`config.mk`:
```
export PLATFORM = sky130hd
export DESIGN_NAME = intr_prio_ctrl
export DESIGN_NICKNAME = d
export VERILOG_FILES = /design/src/logic/intr_prio_pkg.sv /design/src/logic/intr_prio_ctrl.sv
export SDC_FILE = /design/constraint.sdc
export NUM_CORES = 1
export LEC_CHECK = 0
export ABC_AREA = 1
export BUFFER_PORTS_ARGS = -buffer_cell sky130_fd_sc_hd__buf_4
export CORE_MARGIN = 2
export CORE_UTILIZATION = 38
export CTS_BUF_LIST = sky130_fd_sc_hd__clkbuf_8
export CTS_CLUSTER_DIAMETER = 120
export DETAILED_ROUTE_END_ITERATION = 8
export GPL_ROUTABILITY_DRIVEN = 0
export PLACE_DENSITY = 0.71
export SLEW_MARGIN = 10
export SYNTH_ARGS = -nofsm -noshare
export SYNTH_HDL_FRONTEND = slang
export SYNTH_SLANG_ARGS = --single-unit
```
`constraint.sdc`:
```
create_clock -name ref_clk_i -period 3.2 [get_ports ref_clk_i]
set_input_delay 0.64 -clock ref_clk_i [delete_from_list [all_inputs] [get_ports ref_clk_i]]
set_output_delay 0.64 -clock ref_clk_i [all_outputs]
set_load 0.005 [all_outputs]
```
`src/logic/intr_prio_pkg.sv`:
```
// Constants for the interrupt priority and mode control block
package intr_prio_pkg;
  // -------------------------------------------------------------
  // Register map
  // -------------------------------------------------------------
  localparam logic [3:0] prio_ctrl_offset = 4'h0;
  localparam logic [3:0] status_offset = 4'h4;
  localparam logic [3:0] ctrl_offset = 4'h8;
  localparam int addr_width = 4;
  localparam int data_width = 32;
  // -------------------------------------------------------------
  // Fields of priority_and_misc_control
  // -------------------------------------------------------------
  localparam int boot_rom_enable_bit = 7;
  localparam int special_mode_latch_bit = 6;
  localparam int mode_a_select_bit = 5;
  localparam int internal_read_visibility_bit = 4;
  localparam int promoted_source_select_lsb = 0;
  localparam logic [3:0] promoted_source_reset = 4'h6;
  // -------------------------------------------------------------
  // Condition code and maskable sources
  // -------------------------------------------------------------
  localparam int x_mask_bit = 6;
  localparam int num_sources = 16;
  localparam logic [3:0] reserved_code = 4'h5;
  localparam logic [3:0] ext_request_code = 4'h6;
  // -------------------------------------------------------------
  // Bootstrap ROM window and unstacking
  // -------------------------------------------------------------
  localparam logic [15:0] boot_rom_base = 16'hbf40;
  localparam logic [15:0] boot_rom_bytes = 16'h00c0;
  localparam logic [3:0] pull_count = 4'h9;
  localparam logic [1:0] axi_okay = 2'h0;
  localparam logic [1:0] axi_slverr = 2'h2;
  typedef enum logic [1:0] {pull_idle, pull_run} pull_state_type;
endpackage
```
`src/logic/intr_prio_ctrl.sv`:
```
// Interrupt priority, mode control, X mask and stop wake-up logic
`timescale 1ns/10ps
// Function
// - Boot ROM enable maps 192-byte ROM window
// - Boot ROM only present in special bootstrap mode
// - Boot ROM bit writable to 1 in test
// - Special latch clears only, never sets again
// - Mode-A select writable only while special latch
// - Read visibility writable in special, else zero
// - Visibility drives internal read data onto bus
// - Priority select writable only while I set
// - Codes 0-7 pick timer through real-time sources
// - Codes 8-15 pick captures then compares
// - Reserved code 0101 acts as external request
// - Promoted source tops maskables, below nonmaskable
// - Return unstacks all registers, PC last
// - X clears only by code transfer or unstack
// - X set by reset or nonmaskable acknowledge
// - X clears only when written bit 6 zero
// - Stack condition code with X clear, then set
// - Stop wakes on reset, IRQ or nonmaskable
// - Nonmaskable wake with X clear leads to service
// - Wake with X set continues after stop
// - Register readable always, high nibble special only
// - Nonmaskable request outranks all maskable sources
// - Resolution samples requests after code stacked
// - Promotion keeps vector and masking unchanged
module intr_prio_ctrl (
  input wire logic ref_clk_i,
  input wire logic rst_n_i,
  input wire logic [intr_prio_pkg::addr_width-1:0] s_axi_awaddr,
  input wire logic s_axi_awvalid,
  output logic s_axi_awready,
  input wire logic [intr_prio_pkg::data_width-1:0] s_axi_wdata,
  input wire logic [3:0] s_axi_wstrb,
  input wire logic s_axi_wvalid,
  output logic s_axi_wready,
  output logic [1:0] s_axi_bresp,
  output logic s_axi_bvalid,
  input wire logic s_axi_bready,
  input wire logic [intr_prio_pkg::addr_width-1:0] s_axi_araddr,
  input wire logic s_axi_arvalid,
  output logic s_axi_arready,
  output logic [intr_prio_pkg::data_width-1:0] s_axi_rdata,
  output logic [1:0] s_axi_rresp,
  output logic s_axi_rvalid,
  input wire logic s_axi_rready,
  input wire logic strap_special_i,
  input wire logic strap_mode_a_i,
  input wire logic i_mask_i,
  input wire logic [7:0] cpu_ccr_i,
  input wire logic ccr_write_i,
  input wire logic [7:0] ccr_write_data_i,
  input wire logic nonmaskable_ack_i,
  input wire logic nonmaskable_request_n_i,
  input wire logic ext_request_n_i,
  input wire logic [intr_prio_pkg::num_sources-1:0] source_req_i,
  input wire logic resolve_i,
  input wire logic return_from_interrupt_i,
  input wire logic stop_mode_i,
  input wire logic [15:0] cpu_addr_i,
  input wire logic internal_read_i,
  input wire logic [7:0] internal_rdata_i,
  output logic x_mask_o,
  output logic [7:0] stack_ccr_o,
  output logic grant_valid_o,
  output logic grant_nonmaskable_o,
  output logic grant_maskable_o,
  output logic [3:0] grant_source_o,
  output logic pull_active_o,
  output logic [3:0] pull_index_o,
  output logic pull_last_o,
  output logic wake_o,
  output logic wake_service_o,
  output logic boot_rom_hit_o,
  output logic ext_data_oe_o,
  output logic [7:0] ext_data_o
);
  import intr_prio_pkg::*;

  // -------------------------------------------------------------
  // Priority helpers
  // -------------------------------------------------------------
  function automatic logic [3:0] promoted_code(input logic [3:0] sel);
    promoted_code = (sel == reserved_code) ? ext_request_code : sel;
  endfunction

  function automatic logic [4:0] pick_maskable(input logic [num_sources-1:0] req, input logic [3:0] sel);
    logic [3:0] code;
    code = promoted_code(sel);
    pick_maskable = 5'h00;
    if (req[code]) begin
      pick_maskable = {1'b1, code};
    end else begin
      for (int k = num_sources - 1; k >= 0; k--) begin
        if (req[k]) begin
          pick_maskable = {1'b1, 4'(k)};
        end
      end
    end
  endfunction

  // -------------------------------------------------------------
  // Strap capture and control register state
  // -------------------------------------------------------------
  logic captured, next_captured;
  logic boot_rom_enable, next_boot_rom_enable;
  logic special_mode_latch, next_special_mode_latch;
  logic mode_a_select, next_mode_a_select;
  logic internal_read_visibility, next_internal_read_visibility;
  logic [3:0] promoted_source_select, next_promoted_source_select;
  logic [7:0] priority_and_misc_control;
  logic do_write;
  logic [addr_width-1:0] wr_addr;
  logic [data_width-1:0] wr_data;
  logic [3:0] wr_strb;

  assign priority_and_misc_control = {boot_rom_enable, special_mode_latch, mode_a_select,
                                      internal_read_visibility, promoted_source_select};

  always_comb begin
    next_captured = 1'b1;
    next_boot_rom_enable = boot_rom_enable;
    next_special_mode_latch = special_mode_latch;
    next_mode_a_select = mode_a_select;
    next_internal_read_visibility = internal_read_visibility;
    next_promoted_source_select = promoted_source_select;
    if (!captured) begin
      next_special_mode_latch = strap_special_i;
      next_mode_a_select = strap_mode_a_i;
      next_boot_rom_enable = strap_special_i & ~strap_mode_a_i;
    end else if (do_write && wr_addr == prio_ctrl_offset && wr_strb[0]) begin
      if (special_mode_latch) begin
        next_boot_rom_enable = wr_data[boot_rom_enable_bit];
        next_mode_a_select = wr_data[mode_a_select_bit];
        next_internal_read_visibility = wr_data[internal_read_visibility_bit];
      end
      if (!wr_data[special_mode_latch_bit]) begin
        next_special_mode_latch = 1'b0;
      end
      if (i_mask_i) begin
        next_promoted_source_select = wr_data[promoted_source_select_lsb +: 4];
      end
    end
    if (!next_special_mode_latch) begin
      next_internal_read_visibility = 1'b0;
    end
  end

  always_ff @(posedge ref_clk_i or negedge rst_n_i) begin
    if (!rst_n_i) begin
      captured <= 1'b0;
      boot_rom_enable <= 1'b0;
      special_mode_latch <= 1'b0;
      mode_a_select <= 1'b0;
      internal_read_visibility <= 1'b0;
      promoted_source_select <= promoted_source_reset;
    end else begin
      captured <= next_captured;
      boot_rom_enable <= next_boot_rom_enable;
      special_mode_latch <= next_special_mode_latch;
      mode_a_select <= next_mode_a_select;
      internal_read_visibility <= next_internal_read_visibility;
      promoted_source_select <= next_promoted_source_select;
    end
  end

  // -------------------------------------------------------------
  // X mask flip-flop, stacking and priority resolution
  // -------------------------------------------------------------
  logic next_x_mask;
  logic [7:0] next_stack_ccr;
  logic next_grant_valid, next_grant_nonmaskable, next_grant_maskable;
  logic [3:0] next_grant_source;
  logic [4:0] pick;
  logic nonmaskable_pending;

  assign nonmaskable_pending = ~nonmaskable_request_n_i & ~x_mask_o;

  always_comb begin
    next_x_mask = x_mask_o;
    if (nonmaskable_ack_i) begin
      next_x_mask = 1'b1;
    end else if (ccr_write_i && !ccr_write_data_i[x_mask_bit]) begin
      next_x_mask = 1'b0;
    end
    next_stack_ccr = cpu_ccr_i;
    next_stack_ccr[x_mask_bit] = x_mask_o;
    pick = pick_maskable(source_req_i, promoted_source_select);
    next_grant_valid = resolve_i;
    next_grant_nonmaskable = resolve_i & nonmaskable_pending;
    next_grant_maskable = resolve_i & ~nonmaskable_pending & pick[4];
    next_grant_source = (resolve_i && !nonmaskable_pending) ? pick[3:0] : 4'h0;
  end

  always_ff @(posedge ref_clk_i or negedge rst_n_i) begin
    if (!rst_n_i) begin
      x_mask_o <= 1'b1;
      stack_ccr_o <= 8'h00;
      grant_valid_o <= 1'b0;
      grant_nonmaskable_o <= 1'b0;
      grant_maskable_o <= 1'b0;
      grant_source_o <= 4'h0;
    end else begin
      x_mask_o <= next_x_mask;
      stack_ccr_o <= next_stack_ccr;
      grant_valid_o <= next_grant_valid;
      grant_nonmaskable_o <= next_grant_nonmaskable;
      grant_maskable_o <= next_grant_maskable;
      grant_source_o <= next_grant_source;
    end
  end

  // -------------------------------------------------------------
  // Return unstacking sequence: condition code first, PC bytes last
  // -------------------------------------------------------------
  pull_state_type pull_state, next_pull_state;
  logic next_pull_active, next_pull_last;
  logic [3:0] next_pull_index;

  always_comb begin
    next_pull_state = pull_state;
    next_pull_active = 1'b0;
    next_pull_last = 1'b0;
    next_pull_index = pull_index_o;
    unique case (pull_state)
      pull_idle: begin
        next_pull_index = 4'h0;
        if (return_from_interrupt_i) begin
          next_pull_state = pull_run;
          next_pull_active = 1'b1;
        end
      end
      pull_run: begin
        next_pull_active = 1'b1;
        next_pull_index = pull_index_o + 4'h1;
        next_pull_last = (next_pull_index == pull_count - 4'h1);
        if (pull_last_o) begin
          next_pull_state = pull_idle;
          next_pull_active = 1'b0;
          next_pull_index = 4'h0;
          next_pull_last = 1'b0;
        end
      end
    endcase
  end

  always_ff @(posedge ref_clk_i or negedge rst_n_i) begin
    if (!rst_n_i) begin
      pull_state <= pull_idle;
      pull_active_o <= 1'b0;
      pull_index_o <= 4'h0;
      pull_last_o <= 1'b0;
    end else begin
      pull_state <= next_pull_state;
      pull_active_o <= next_pull_active;
      pull_index_o <= next_pull_index;
      pull_last_o <= next_pull_last;
    end
  end

  // -------------------------------------------------------------
  // Stop wake-up, boot ROM decode, read visibility
  // -------------------------------------------------------------
  logic next_wake, next_wake_service, next_boot_rom_hit, next_ext_data_oe;
  logic [7:0] next_ext_data;
  logic wake_cause;

  assign wake_cause = ~nonmaskable_request_n_i | ~ext_request_n_i;

  always_comb begin
    next_wake = stop_mode_i & wake_cause & ~wake_o;
    next_wake_service = stop_mode_i & ~wake_o & ~nonmaskable_request_n_i & ~x_mask_o;
    next_boot_rom_hit = boot_rom_enable & special_mode_latch & ~mode_a_select
                        & (cpu_addr_i >= boot_rom_base)
                        & (cpu_addr_i - boot_rom_base < boot_rom_bytes);
    next_ext_data_oe = internal_read_visibility & internal_read_i;
    next_ext_data = next_ext_data_oe ? internal_rdata_i : 8'h00;
  end

  always_ff @(posedge ref_clk_i or negedge rst_n_i) begin
    if (!rst_n_i) begin
      wake_o <= 1'b0;
      wake_service_o <= 1'b0;
      boot_rom_hit_o <= 1'b0;
      ext_data_oe_o <= 1'b0;
      ext_data_o <= 8'h00;
    end else begin
      wake_o <= next_wake;
      wake_service_o <= next_wake_service;
      boot_rom_hit_o <= next_boot_rom_hit;
      ext_data_oe_o <= next_ext_data_oe;
      ext_data_o <= next_ext_data;
    end
  end

  // -------------------------------------------------------------
  // AXI4-Lite slave
  // -------------------------------------------------------------
  logic aw_held, w_held, next_aw_held, next_w_held;
  logic [addr_width-1:0] next_wr_addr;
  logic [data_width-1:0] next_wr_data, next_rdata;
  logic [3:0] next_wr_strb;
  logic next_awready, next_wready, next_bvalid, next_arready, next_rvalid;
  logic [1:0] next_bresp, next_rresp;

  function automatic logic mapped(input logic [addr_width-1:0] a);
    mapped = (a == prio_ctrl_offset) || (a == status_offset) || (a == ctrl_offset);
  endfunction

  assign do_write = aw_held & w_held & ~s_axi_bvalid;

  always_comb begin
    next_aw_held = aw_held;
    next_w_held = w_held;
    next_wr_addr = wr_addr;
    next_wr_data = wr_data;
    next_wr_strb = wr_strb;
    next_bvalid = s_axi_bvalid & ~s_axi_bready;
    next_bresp = s_axi_bresp;
    if (s_axi_awvalid && s_axi_awready) begin
      next_aw_held = 1'b1;
      next_wr_addr = s_axi_awaddr;
    end
    if (s_axi_wvalid && s_axi_wready) begin
      next_w_held = 1'b1;
      next_wr_data = s_axi_wdata;
      next_wr_strb = s_axi_wstrb;
    end
    if (do_write) begin
      next_aw_held = 1'b0;
      next_w_held = 1'b0;
      next_bvalid = 1'b1;
      next_bresp = mapped(wr_addr) ? axi_okay : axi_slverr;
    end
    next_awready = ~next_aw_held & ~next_bvalid;
    next_wready = ~next_w_held & ~next_bvalid;
    next_rvalid = s_axi_rvalid & ~s_axi_rready;
    next_rdata = s_axi_rdata;
    next_rresp = s_axi_rresp;
    if (s_axi_arvalid && s_axi_arready) begin
      next_rvalid = 1'b1;
      next_rresp = mapped(s_axi_araddr) ? axi_okay : axi_slverr;
      unique case (s_axi_araddr)
        prio_ctrl_offset: next_rdata = {24'h000000, priority_and_misc_control};
        status_offset: next_rdata = {24'h000000, 2'h0, pull_active_o, stop_mode_i,
                                     i_mask_i, x_mask_o, grant_nonmaskable_o, grant_maskable_o};
        ctrl_offset: next_rdata = {27'h0000000, grant_valid_o, grant_source_o};
        default: next_rdata = 32'h00000000;
      endcase
    end
    next_arready = ~next_rvalid;
  end

  always_ff @(posedge ref_clk_i or negedge rst_n_i) begin
    if (!rst_n_i) begin
      aw_held <= 1'b0;
      w_held <= 1'b0;
      wr_addr <= '0;
      wr_data <= '0;
      wr_strb <= 4'h0;
      s_axi_awready <= 1'b0;
      s_axi_wready <= 1'b0;
      s_axi_bvalid <= 1'b0;
      s_axi_bresp <= 2'h0;
      s_axi_arready <= 1'b0;
      s_axi_rvalid <= 1'b0;
      s_axi_rdata <= 32'h00000000;
      s_axi_rresp <= 2'h0;
    end else begin
      aw_held <= next_aw_held;
      w_held <= next_w_held;
      wr_addr <= next_wr_addr;
      wr_data <= next_wr_data;
      wr_strb <= next_wr_strb;
      s_axi_awready <= next_awready;
      s_axi_wready <= next_wready;
      s_axi_bvalid <= next_bvalid;
      s_axi_bresp <= next_bresp;
      s_axi_arready <= next_arready;
      s_axi_rvalid <= next_rvalid;
      s_axi_rdata <= next_rdata;
      s_axi_rresp <= next_rresp;
    end
  end
endmodule

```
# Yosys cells after proc, flatten, opt, wreduce, memory -nomap -nowiden
# Cells that the tools add are included.
classes:
  add_sub_neg: 2
  magnitude_cmp: 3
  n_eq_ne: 14
  mux: 56
  bitwise_logic: 36
  n_reduce_logical: 21
op_table:
  columns: ["cell", "count"]
  rows:
  - ["2-to-1 mux 5 bit", 17]
  - ["2-to-1 mux 1 bit", 26]
  - ["one-hot mux 8 bit (3 select lines)", 1]
  - ["bitwise AND 1 bit", 21]
  - ["greater-or-equal comparator 16 bit, second input constant", 1]
  - ["< comparator 16 x 8 -> 1 bit, second input constant", 1]
  - ["subtractor 16 bit, second input constant", 1]
  - ["inverter 1 bit", 14]
  - ["== test 4 x 3 -> 1 bit, second input constant", 3]
  - ["== test 4 bit, second input constant", 3]
  - ["2-to-1 mux 4 bit", 3]
  - ["zero test 4 bit", 2]
  - ["2-to-1 mux 2 bit", 4]
  - ["2-to-1 mux 8 bit", 1]
  - ["inequality test 2 bit, second input constant", 4]
  - ["one-hot mux 4 bit (2 select lines)", 1]
  - ["logical AND 1 bit", 7]
  - ["inequality test 2 x 1 -> 1 bit, second input constant", 3]
  - ["AND reduction 3 bit", 2]
  - ["< comparator 4 x 5 -> 1 bit, second input constant", 1]
  - ["adder 4 x 1 -> 4 bit, second input constant", 1]
  - ["binary-select mux 1 bit (select 4 bit)", 1]
  - ["logical OR 1 bit", 4]
  - ["one-hot mux 2 bit (2 select lines)", 1]
  - ["7 further kinds", 9]
totals:
  reg_bits: 101
  word_cells: 166

# Logic depth before layout (Yosys ltp)
# Gate-level depths: netlist of run 1.
depth:
  ltp_word: 18
  ltp_mapped: 17
  mapped_depth_nobuf: 17

# Worst setup path after synthesis of run 1
# No wires, ideal clock.
synth_timing:
  path_kind: "input to register"
  start: "input s_axi_araddr[1] (netlist name)"
  end: "register s_axi_rdata[0] (netlist name)"
  setup_ns: 0.083
  arrival_time_ns: 1.524
  path_slack_ns: 1.593
  stages: 7
  path_cell_list: "nor2_1 inv_1 nor3_1 inv_1 nor2_1 a221oi_1 o21ai_0"
synth_between:
  elab_chain_cells: 2
  elab_cells_between_ends: 4
synth_rtl:
  columns: ["item", "line", "rtl"]
  rows:
  - ["start, declared", "intr_prio_ctrl.sv:41", "input wire logic [intr_prio_pkg::addr_width-1:0] s_axi_araddr,"]
  - ["== test 4 bit (tied with other cells)", "intr_prio_ctrl.sv:344", "unique case (s_axi_araddr)"]
  - ["one-hot mux 8 bit (3 select lines) (*)", "intr_prio_ctrl.sv:344", null]
  - ["end signal, assigned", "intr_prio_ctrl.sv:382", "s_axi_rdata <= next_rdata;"]
  - ["end, declared", "intr_prio_ctrl.sv:44", "output logic [intr_prio_pkg::data_width-1:0] s_axi_rdata,"]
# Every way passes the cells marked *; elsewhere a longest branch is shown, timed or not.
# A chain may end at the register's enable or synchronous reset.

# Worst setup path in the final report of run 1
layout_timing:
  start: "register promoted_source_select[2]"
  end: "register grant_source_o[2]"
layout_between:
  elab_chain_cells: 6
layout_rtl:
  columns: ["item", "line", "rtl"]
  rows:
  - ["start, declared", "intr_prio_ctrl.sv:111", "logic [3:0] promoted_source_select, next_promoted_source_select;"]
  - ["start signal, assigned", "intr_prio_ctrl.sv:157", "promoted_source_select <= promoted_source_reset;"]
  - ["start signal, assigned", "intr_prio_ctrl.sv:164", "promoted_source_select <= next_promoted_source_select;"]
  - ["== test 4 x 3 -> 1 bit", "intr_prio_ctrl.sv:85", "promoted_code = (sel == reserved_code) ? ext_request_code : sel;"]
  - ["2-to-1 mux 4 bit (*)", "intr_prio_ctrl.sv:85", null]
  - ["binary-select mux 1 bit (select 4 bit)", "intr_prio_ctrl.sv:92", "if (req[code]) begin"]
  - ["2-to-1 mux 1 bit (implied by the code)", "intr_prio_ctrl.sv:92", null]
  - ["2-to-1 mux 5 bit (*)", "intr_prio_ctrl.sv:92", null]
  - ["2-to-1 mux 4 bit (*)", "intr_prio_ctrl.sv:193", "next_grant_source = (resolve_i && !nonmaskable_pending) ? pick[3:0] : 4'h0;"]
  - ["net next_grant_source[2]", "intr_prio_ctrl.sv:174", "logic [3:0] next_grant_source;"]
  - ["end signal, assigned", "intr_prio_ctrl.sv:210", "grant_source_o <= next_grant_source;"]
  - ["end, declared", "intr_prio_ctrl.sv:69", "output logic [3:0] grant_source_o,"]
# The timed path passes the listed nets; every way through them passes the cells marked *. The select of a mux whose other input is x is not followed.

==> run_results.csv, run 1 <==
group,metric,value,unit
clocking,clockRootBuffer,"clkbuf_8",
sta,fin_setup_tns,0,ns
die,die_w,98.6,um
critical_path,reg2reg_depth,10,
synth,netlist.area_leader.share,0.522,
outcome,status,"finished, final reports clean",
sta,rsz0062_at_grt,"no",
cells_and_area,stdcell_area,0.00458,mm^2
global_routing,grt_pass1_vias,2797,
routing,num_vias,2936,
critical_path,cp-endpoint,"grant_source_o[2]",
synth,yosysUniqueCellTypes,37,
synth,syn_avg_cell_area,8.57,um^2
hold_path,worstHoldPathCells,1,
clocking,clk_pin_slew,0.07,ns
sta,fin_skew,0.00357,ns
routing,antenna_left,0,
routing,drt-pass1-iter-count,4,
cells_and_area,final_cell_count_no_fill,643,
synth,synth_common_cells,"nand2_1 (97), dfrtp_1 (71), inv_1 (63)",
job,drv_cap,0,
clocking,cts_setup_buffers,0,
clocking,cts_tree,"built",
sta,fin_crit,1.83,ns
synth,synth_area_leaders,"dfrtp_1 (52%), nand2_1 (11%), inv_1 (7.0%), buf_4 (5.7%), nor2_1 (4.3%)",
synth,ys_ff_latch,74,
global_routing,grt_pass1_wl,12400,um
routing,drt_iter0_markers,107,
global_routing,track_usage,0.158,
critical_path,cp_slowest_cell,"dfstp_2",
critical_path,worstSetupStartpointType,"flip-flop",
synth,yosys.area.top_type,"dfrtp_1",
sta,timing.hold.ws,0.412,ns
cells_and_area,layout.nets,650,
sta,slew_headroom,0.392,
placement,numPortBuffers,125,
critical_path,critPathKind,"flip-flop to flip-flop",
clocking,cts_buffers,9,
clocking,cts_buffer_depth,2,
clocking,clkSinkCount,74,
die,core_area,0.00872,mm^2
critical_path,required,3.46,ns
die,die_h,98.6,um
sta,maxSlewViolCount,0,
placement,dp_hpwl,5790,um
synth,yosys_warnings,0,
sta,fin_crit_sh,0.572,
power_and_ir_drop,power,2940,uW
synth,netlist_area,0.00340,mm^2
clocking,insertion_delay,0.33,ns
routing,viasPerCell,4.57,
die,die_area,0.00972,mm^2
die,num_rows,34,
sta,hold_viol,0,
global_routing,grt_overflow,0,
routing,wl_per_cell,11.6,um
power_and_ir_drop,powerDensity,642,mW/mm^2
critical_path,r2r-end,"grant_source_o[2]",
cells_and_area,antenna_cells,0,
critical_path,r2r_slack,1.37,ns
synth,async_reset_ff_frac,1.00,
critical_path,cpPeakStageDelay,0.59,ns
critical_path,worst-path-max-fanout,12,
global_routing,grt_max_degree,75,
sta,fmax,0.546,GHz
sta,finalSetupViolations,0,
placement,place_area,0.00436,mm^2
synth,syn_inst,397,
die,num_io_pins,193,
power_and_ir_drop,ir_drop,0.406,mV
critical_path,r2r-start,"promoted_source_select[2]",
cells_and_area,fillCellCount,830,
clocking,htree_num_levels,3,
hold_path,hold_path.class,"input port to flip-flop",
critical_path,startpoint,"promoted_source_select[2]",
routing,routed_wl,7470,um
routing,drc,0,
die,start_util,0.390,
placement,place_inst,627,
synth,ys_seq_area_frac,0.546,
power_and_ir_drop,p_leak,0.00254,uW
critical_path,path_cells,"nand4_2 > nand2_2 > nand2_1 > nand3_1 > o21ai_1 > o211ai_2 > nand2_4 > o21ai_2 > nand2_1 > nor2_1",
global_routing,antenna_found_initial,0,
cells_and_area,drive_gt1_frac,0.292,
synth,synthFlopType,"dfrtp_1",
synth,yosysMostFrequentCell,"nand2_1",
clocking,cts_resized,0,
synth,synth_edf_count,0,
sta,worst_pin_slew,0.912,ns
critical_path,end_kind,"flip-flop",
critical_path,crit_top_cell,"nand2_1",
clocking,cts_hold_buf,0,
critical_path,crit_arrival,2.09,ns
cells_and_area,area_growth,34.7,%
-- routing by layer --
| layer | vias to the layer above | GRT usage | wire length [um] |
|---|---|---|---|
| li1 | 1455 | - | - |
| met1 | 1374 | 0.197 | 3170 |
| met2 | 96 | 0.262 | 3670 |
| met3 | 11 | 0.0475 | 514 |
| met4 | 0 | 0.0548 | 121 |
| met5 | - | 0 | 0 |
-- state kept, by name, summed over array words and instances (netlist names), 4 cells and up --
signal / count
grant_source_o: 4
s_axi_rdata: 8
wr_addr: 4
pull_index_o: 4
wr_data: 8
promoted_source_select: 4
ext_data_o: 8
stack_ccr_o: 8
-- placed cells by master (no fill, tap or decap), drive strengths merged, types with 5 or more instances in the layout --
| cell | instances |
|---|---|
| nand3 | 16 |
| buf | 126 |
| inv | 66 |
| o211ai | 5 |
| a21oi | 10 |
| nand2 | 100 |
| nor2 | 40 |
| conb | 27 |
| clkbuf | 10 |
| o21ai | 31 |
| dfrtp | 71 |
-- kinds of logic after synthesis --
group	synth area share
other cells	0.00221
mux	0.00331
flops	0.546
xor+xnor	0.00515
simple gates	0.203
buf+inv	0.135
fa+ha+maj	0.00736
compound gates	0.0982
-- per-stage QoR --
| step | util | setup slack (ns) |
|---|---|---|
| after floorplan | - | 1.59 |
| after global placement | 0.500 | 1.34 |
| after detailed placement | 0.500 | 1.29 |
| after CTS | 0.525 | 1.38 |
| after global routing | 0.525 | 1.19 |
| final | 0.525 | 1.37 |
-- power by group --
group / switching (uW) / leakage (uW) / internal, uW
sequential: 146 / 0.000927 / 1170
combinational: 456 / 0.00150 / 391
clock: 321 / 0.000113 / 455
total: 923 / 0.00254 / 2020
-- final cells by class --
type                            count  area (um^2)  share of cell area
Clock buffer                       10          138              0.0300
Clock inverter                      6         81.3              0.0178
Inverter                           65          244              0.0533
Multi-Input combinational cell    254         1180               0.258
Sequential cell                    74         1860               0.405
Tap cell                          108          135              0.0295
Timing Repair Buffer              126          946               0.207
-- critical path: cells and delay by family (launching register included) --
family	cells	cell delay, ns
flops	1	0.59
compound gates	3	0.39
simple gates	7	0.78
-- how the worst min path moves through the flow --
| stage | from | endpoint | slack, ns |
|---|---|---|---|
| after detailed placement | x_mask_o | stack_ccr_o[6] | 0.43 |
| after global routing | cpu_ccr_i[0] | stack_ccr_o[0] | 0.37 |
| final | cpu_ccr_i[7] | stack_ccr_o[7] | 0.41 |
| after global placement | x_mask_o | stack_ccr_o[6] | 0.43 |
| after CTS | cpu_ccr_i[5] | stack_ccr_o[5] | 0.39 |
| after floorplan | rst_n_i | aw_held | 0.34 |
Note: power is estimated with default switching activity, not from simulation.
==> run 2: changes to the inputs <==
==> constraint.sdc (replaced) <==
create_clock -name ref_clk_i -period 1.8 [get_ports ref_clk_i]
set_input_delay 0.36 -clock ref_clk_i [delete_from_list [all_inputs] [get_ports ref_clk_i]]
set_output_delay 0.36 -clock ref_clk_i [all_outputs]
set_load 0.005 [all_outputs]
==> run_results.csv, run 2 (same netlist as run 1, synthesis figures left out) <==
group,metric,value,unit
outcome,status,"complete, but fails checks",
outcome,violations,"setup timing",
sta,hold_viol,0,
sta,maxSlewViolCount,0,
hold_path,hold_path.class,"input port to flip-flop",
cells_and_area,layout.nets,660,
cells_and_area,layout_commonest_cell,"buf_4",
cells_and_area,drive_gt1_frac,0.317,
routing,antenna_left,0,
die,die_h,98.6,um
cells_and_area,antenna_cells,0,
global_routing,grt.busiest_layer,"met2",
routing,drc,0,
sta,fin_crit_sh,1.02,
routing,drt_iter0_markers,76,
sta,slew_headroom,0.606,
clocking,cts_buffers,9,
sta,rsz0062_at_grt,"yes",
cells_and_area,fin_util,0.542,
cells_and_area,area_growth,39.1,%
clocking,clk_pin_slew,0.08,ns
power_and_ir_drop,ir_drop,0.731,mV
die,die_area,0.00972,mm^2
cells_and_area,fillCellCount,808,
job,drv_cap,0,
clocking,clkSinkCount,74,
global_routing,grt_overflow,0,
clocking,htree_num_levels,3,
routing,viasPerCell,4.52,
clocking,insertion_delay,0.34,ns
critical_path,worst-path-max-fanout,5,
global_routing,grt_max_degree,35,
die,core_area,0.00872,mm^2
sta,finalSetupViolations,2,
routing,num_vias,2951,
global_routing,met1_usage,0.213,
critical_path,end_kind,"flip-flop",
clocking,cts_tree,"built",
sta,fin_crit,1.83,ns
sta,fmax,0.547,GHz
placement,numPortBuffers,125,
die,num_io_pins,193,
routing,drt-pass1-iter-count,5,
sta,worst_pin_slew,0.586,ns
global_routing,grtUsageMet3,0.0376,
clocking,clockRootBuffer,"clkbuf_8",
critical_path,worstSetupStartpointType,"flip-flop",
global_routing,use_met2,0.264,
critical_path,required,2.06,ns
clocking,cts_buffer_depth,2,
global_routing,track_usage,0.161,
power_and_ir_drop,p_leak,0.00257,uW
die,num_rows,34,
global_routing,antenna_found_initial,0,
placement,place_area,0.00442,mm^2
routing,routed_wl,7770,um
critical_path,crit_arrival,2.08,ns
sta,fin_setup_tns,-0.0351,ns
global_routing,grt_pass1_vias,2755,
routing,wl_per_cell,11.9,um
power_and_ir_drop,powerDensity,1120,mW/mm^2
cells_and_area,stdcell_area,0.00473,mm^2
cells_and_area,mostFrequentLayoutCells,"buf_4 (133), nand2_1 (97), dfrtp_1 (70)",
sta,fin_skew,0.00846,ns
sta,worst_slack,-0.0271,ns
placement,dp_hpwl,6070,um
critical_path,critPathKind,"flip-flop to flip-flop",
die,start_util,0.390,
global_routing,grt_pass1_wl,12700,um
die,die_w,98.6,um
[run 2: path summary, 6_finish.rpt]
check	to	startpoint	slack, ns	cells past startpoint
setup reg to reg	grant_source_o[0]	promoted_source_select[1]	-0.03	11
setup / recovery	grant_source_o[0]	promoted_source_select[1]	-0.03	11
min in group asynchronous	wr_addr[1]	rst_n_i	0.49	2
hold reg to reg	stack_ccr_o[6]	x_mask_o	0.44	0
max in group asynchronous	x_mask_o	rst_n_i	0.75	3
hold / removal	stack_ccr_o[0]	cpu_ccr_i[0]	0.12	1
[run 2: power by group]
| part | internal (uW) | switching (uW) | leakage [uW] |
|---|---|---|---|
| combinational | 784 | 900 | 0.00154 |
| sequential | 2080 | 250 | 0.000925 |
| clock | 680 | 618 | 0.000100 |
[run 2: layout make-up]
cell class | instances | area (um^2) | share of cell area
timing repair buffer | 136 | 1040 | 0.220
sequential | 74 | 1860 | 0.393
tap | 108 | 135 | 0.0286
multi-input combinational | 254 | 1240 | 0.263
clock inverter | 6 | 66.3 | 0.0140
inverter | 65 | 250 | 0.0529
clock buffer | 10 | 138 | 0.0291
[run 2: timing repair]
action	CTS	global route
hold buffers	1	0
endpoints found under the setup margin	0	4
gates resized for setup	0	16
endpoints found under the hold margin	21	0
buffers inserted	0	3
[run 2: worst max-delay path, stage by stage, from the launching register on]
cell	delay (ns)
dfstp_2	0.56
clkinvlp_4	0.15
buf_6	0.16
nand2_4	0.09
inv_4	0.06
a21oi_1	0.12
o21ai_1	0.08
nand3_1	0.11
o211ai_2	0.13
nand3_1	0.10
nand2_1	0.05
a21oi_1	0.15
[run 2: through the flow]
step	total power (uW)	instances	hold slack (ns)	setup slack, ns
2_1_floorplan	3240	422	0.0644	0.231
3_3_place_gp	3860	633	0.283	0.0876
3_5_place_dp	3920	633	0.286	0.0601
4_1_cts	5240	650	0.102	0.0366
5_1_grt	5710	653	0.0944	-0.147
6_report	5310	653	0.123	-0.0271
[run 2: layer usage]
| layer | share of wire | wire (um) |
|---|---|---|
| met5 | 0 | 0 |
| met4 | 0.0084 | 65 |
| met3 | 0.068 | 530 |
| met2 | 0.50 | 3910 |
| met1 | 0.42 | 3270 |
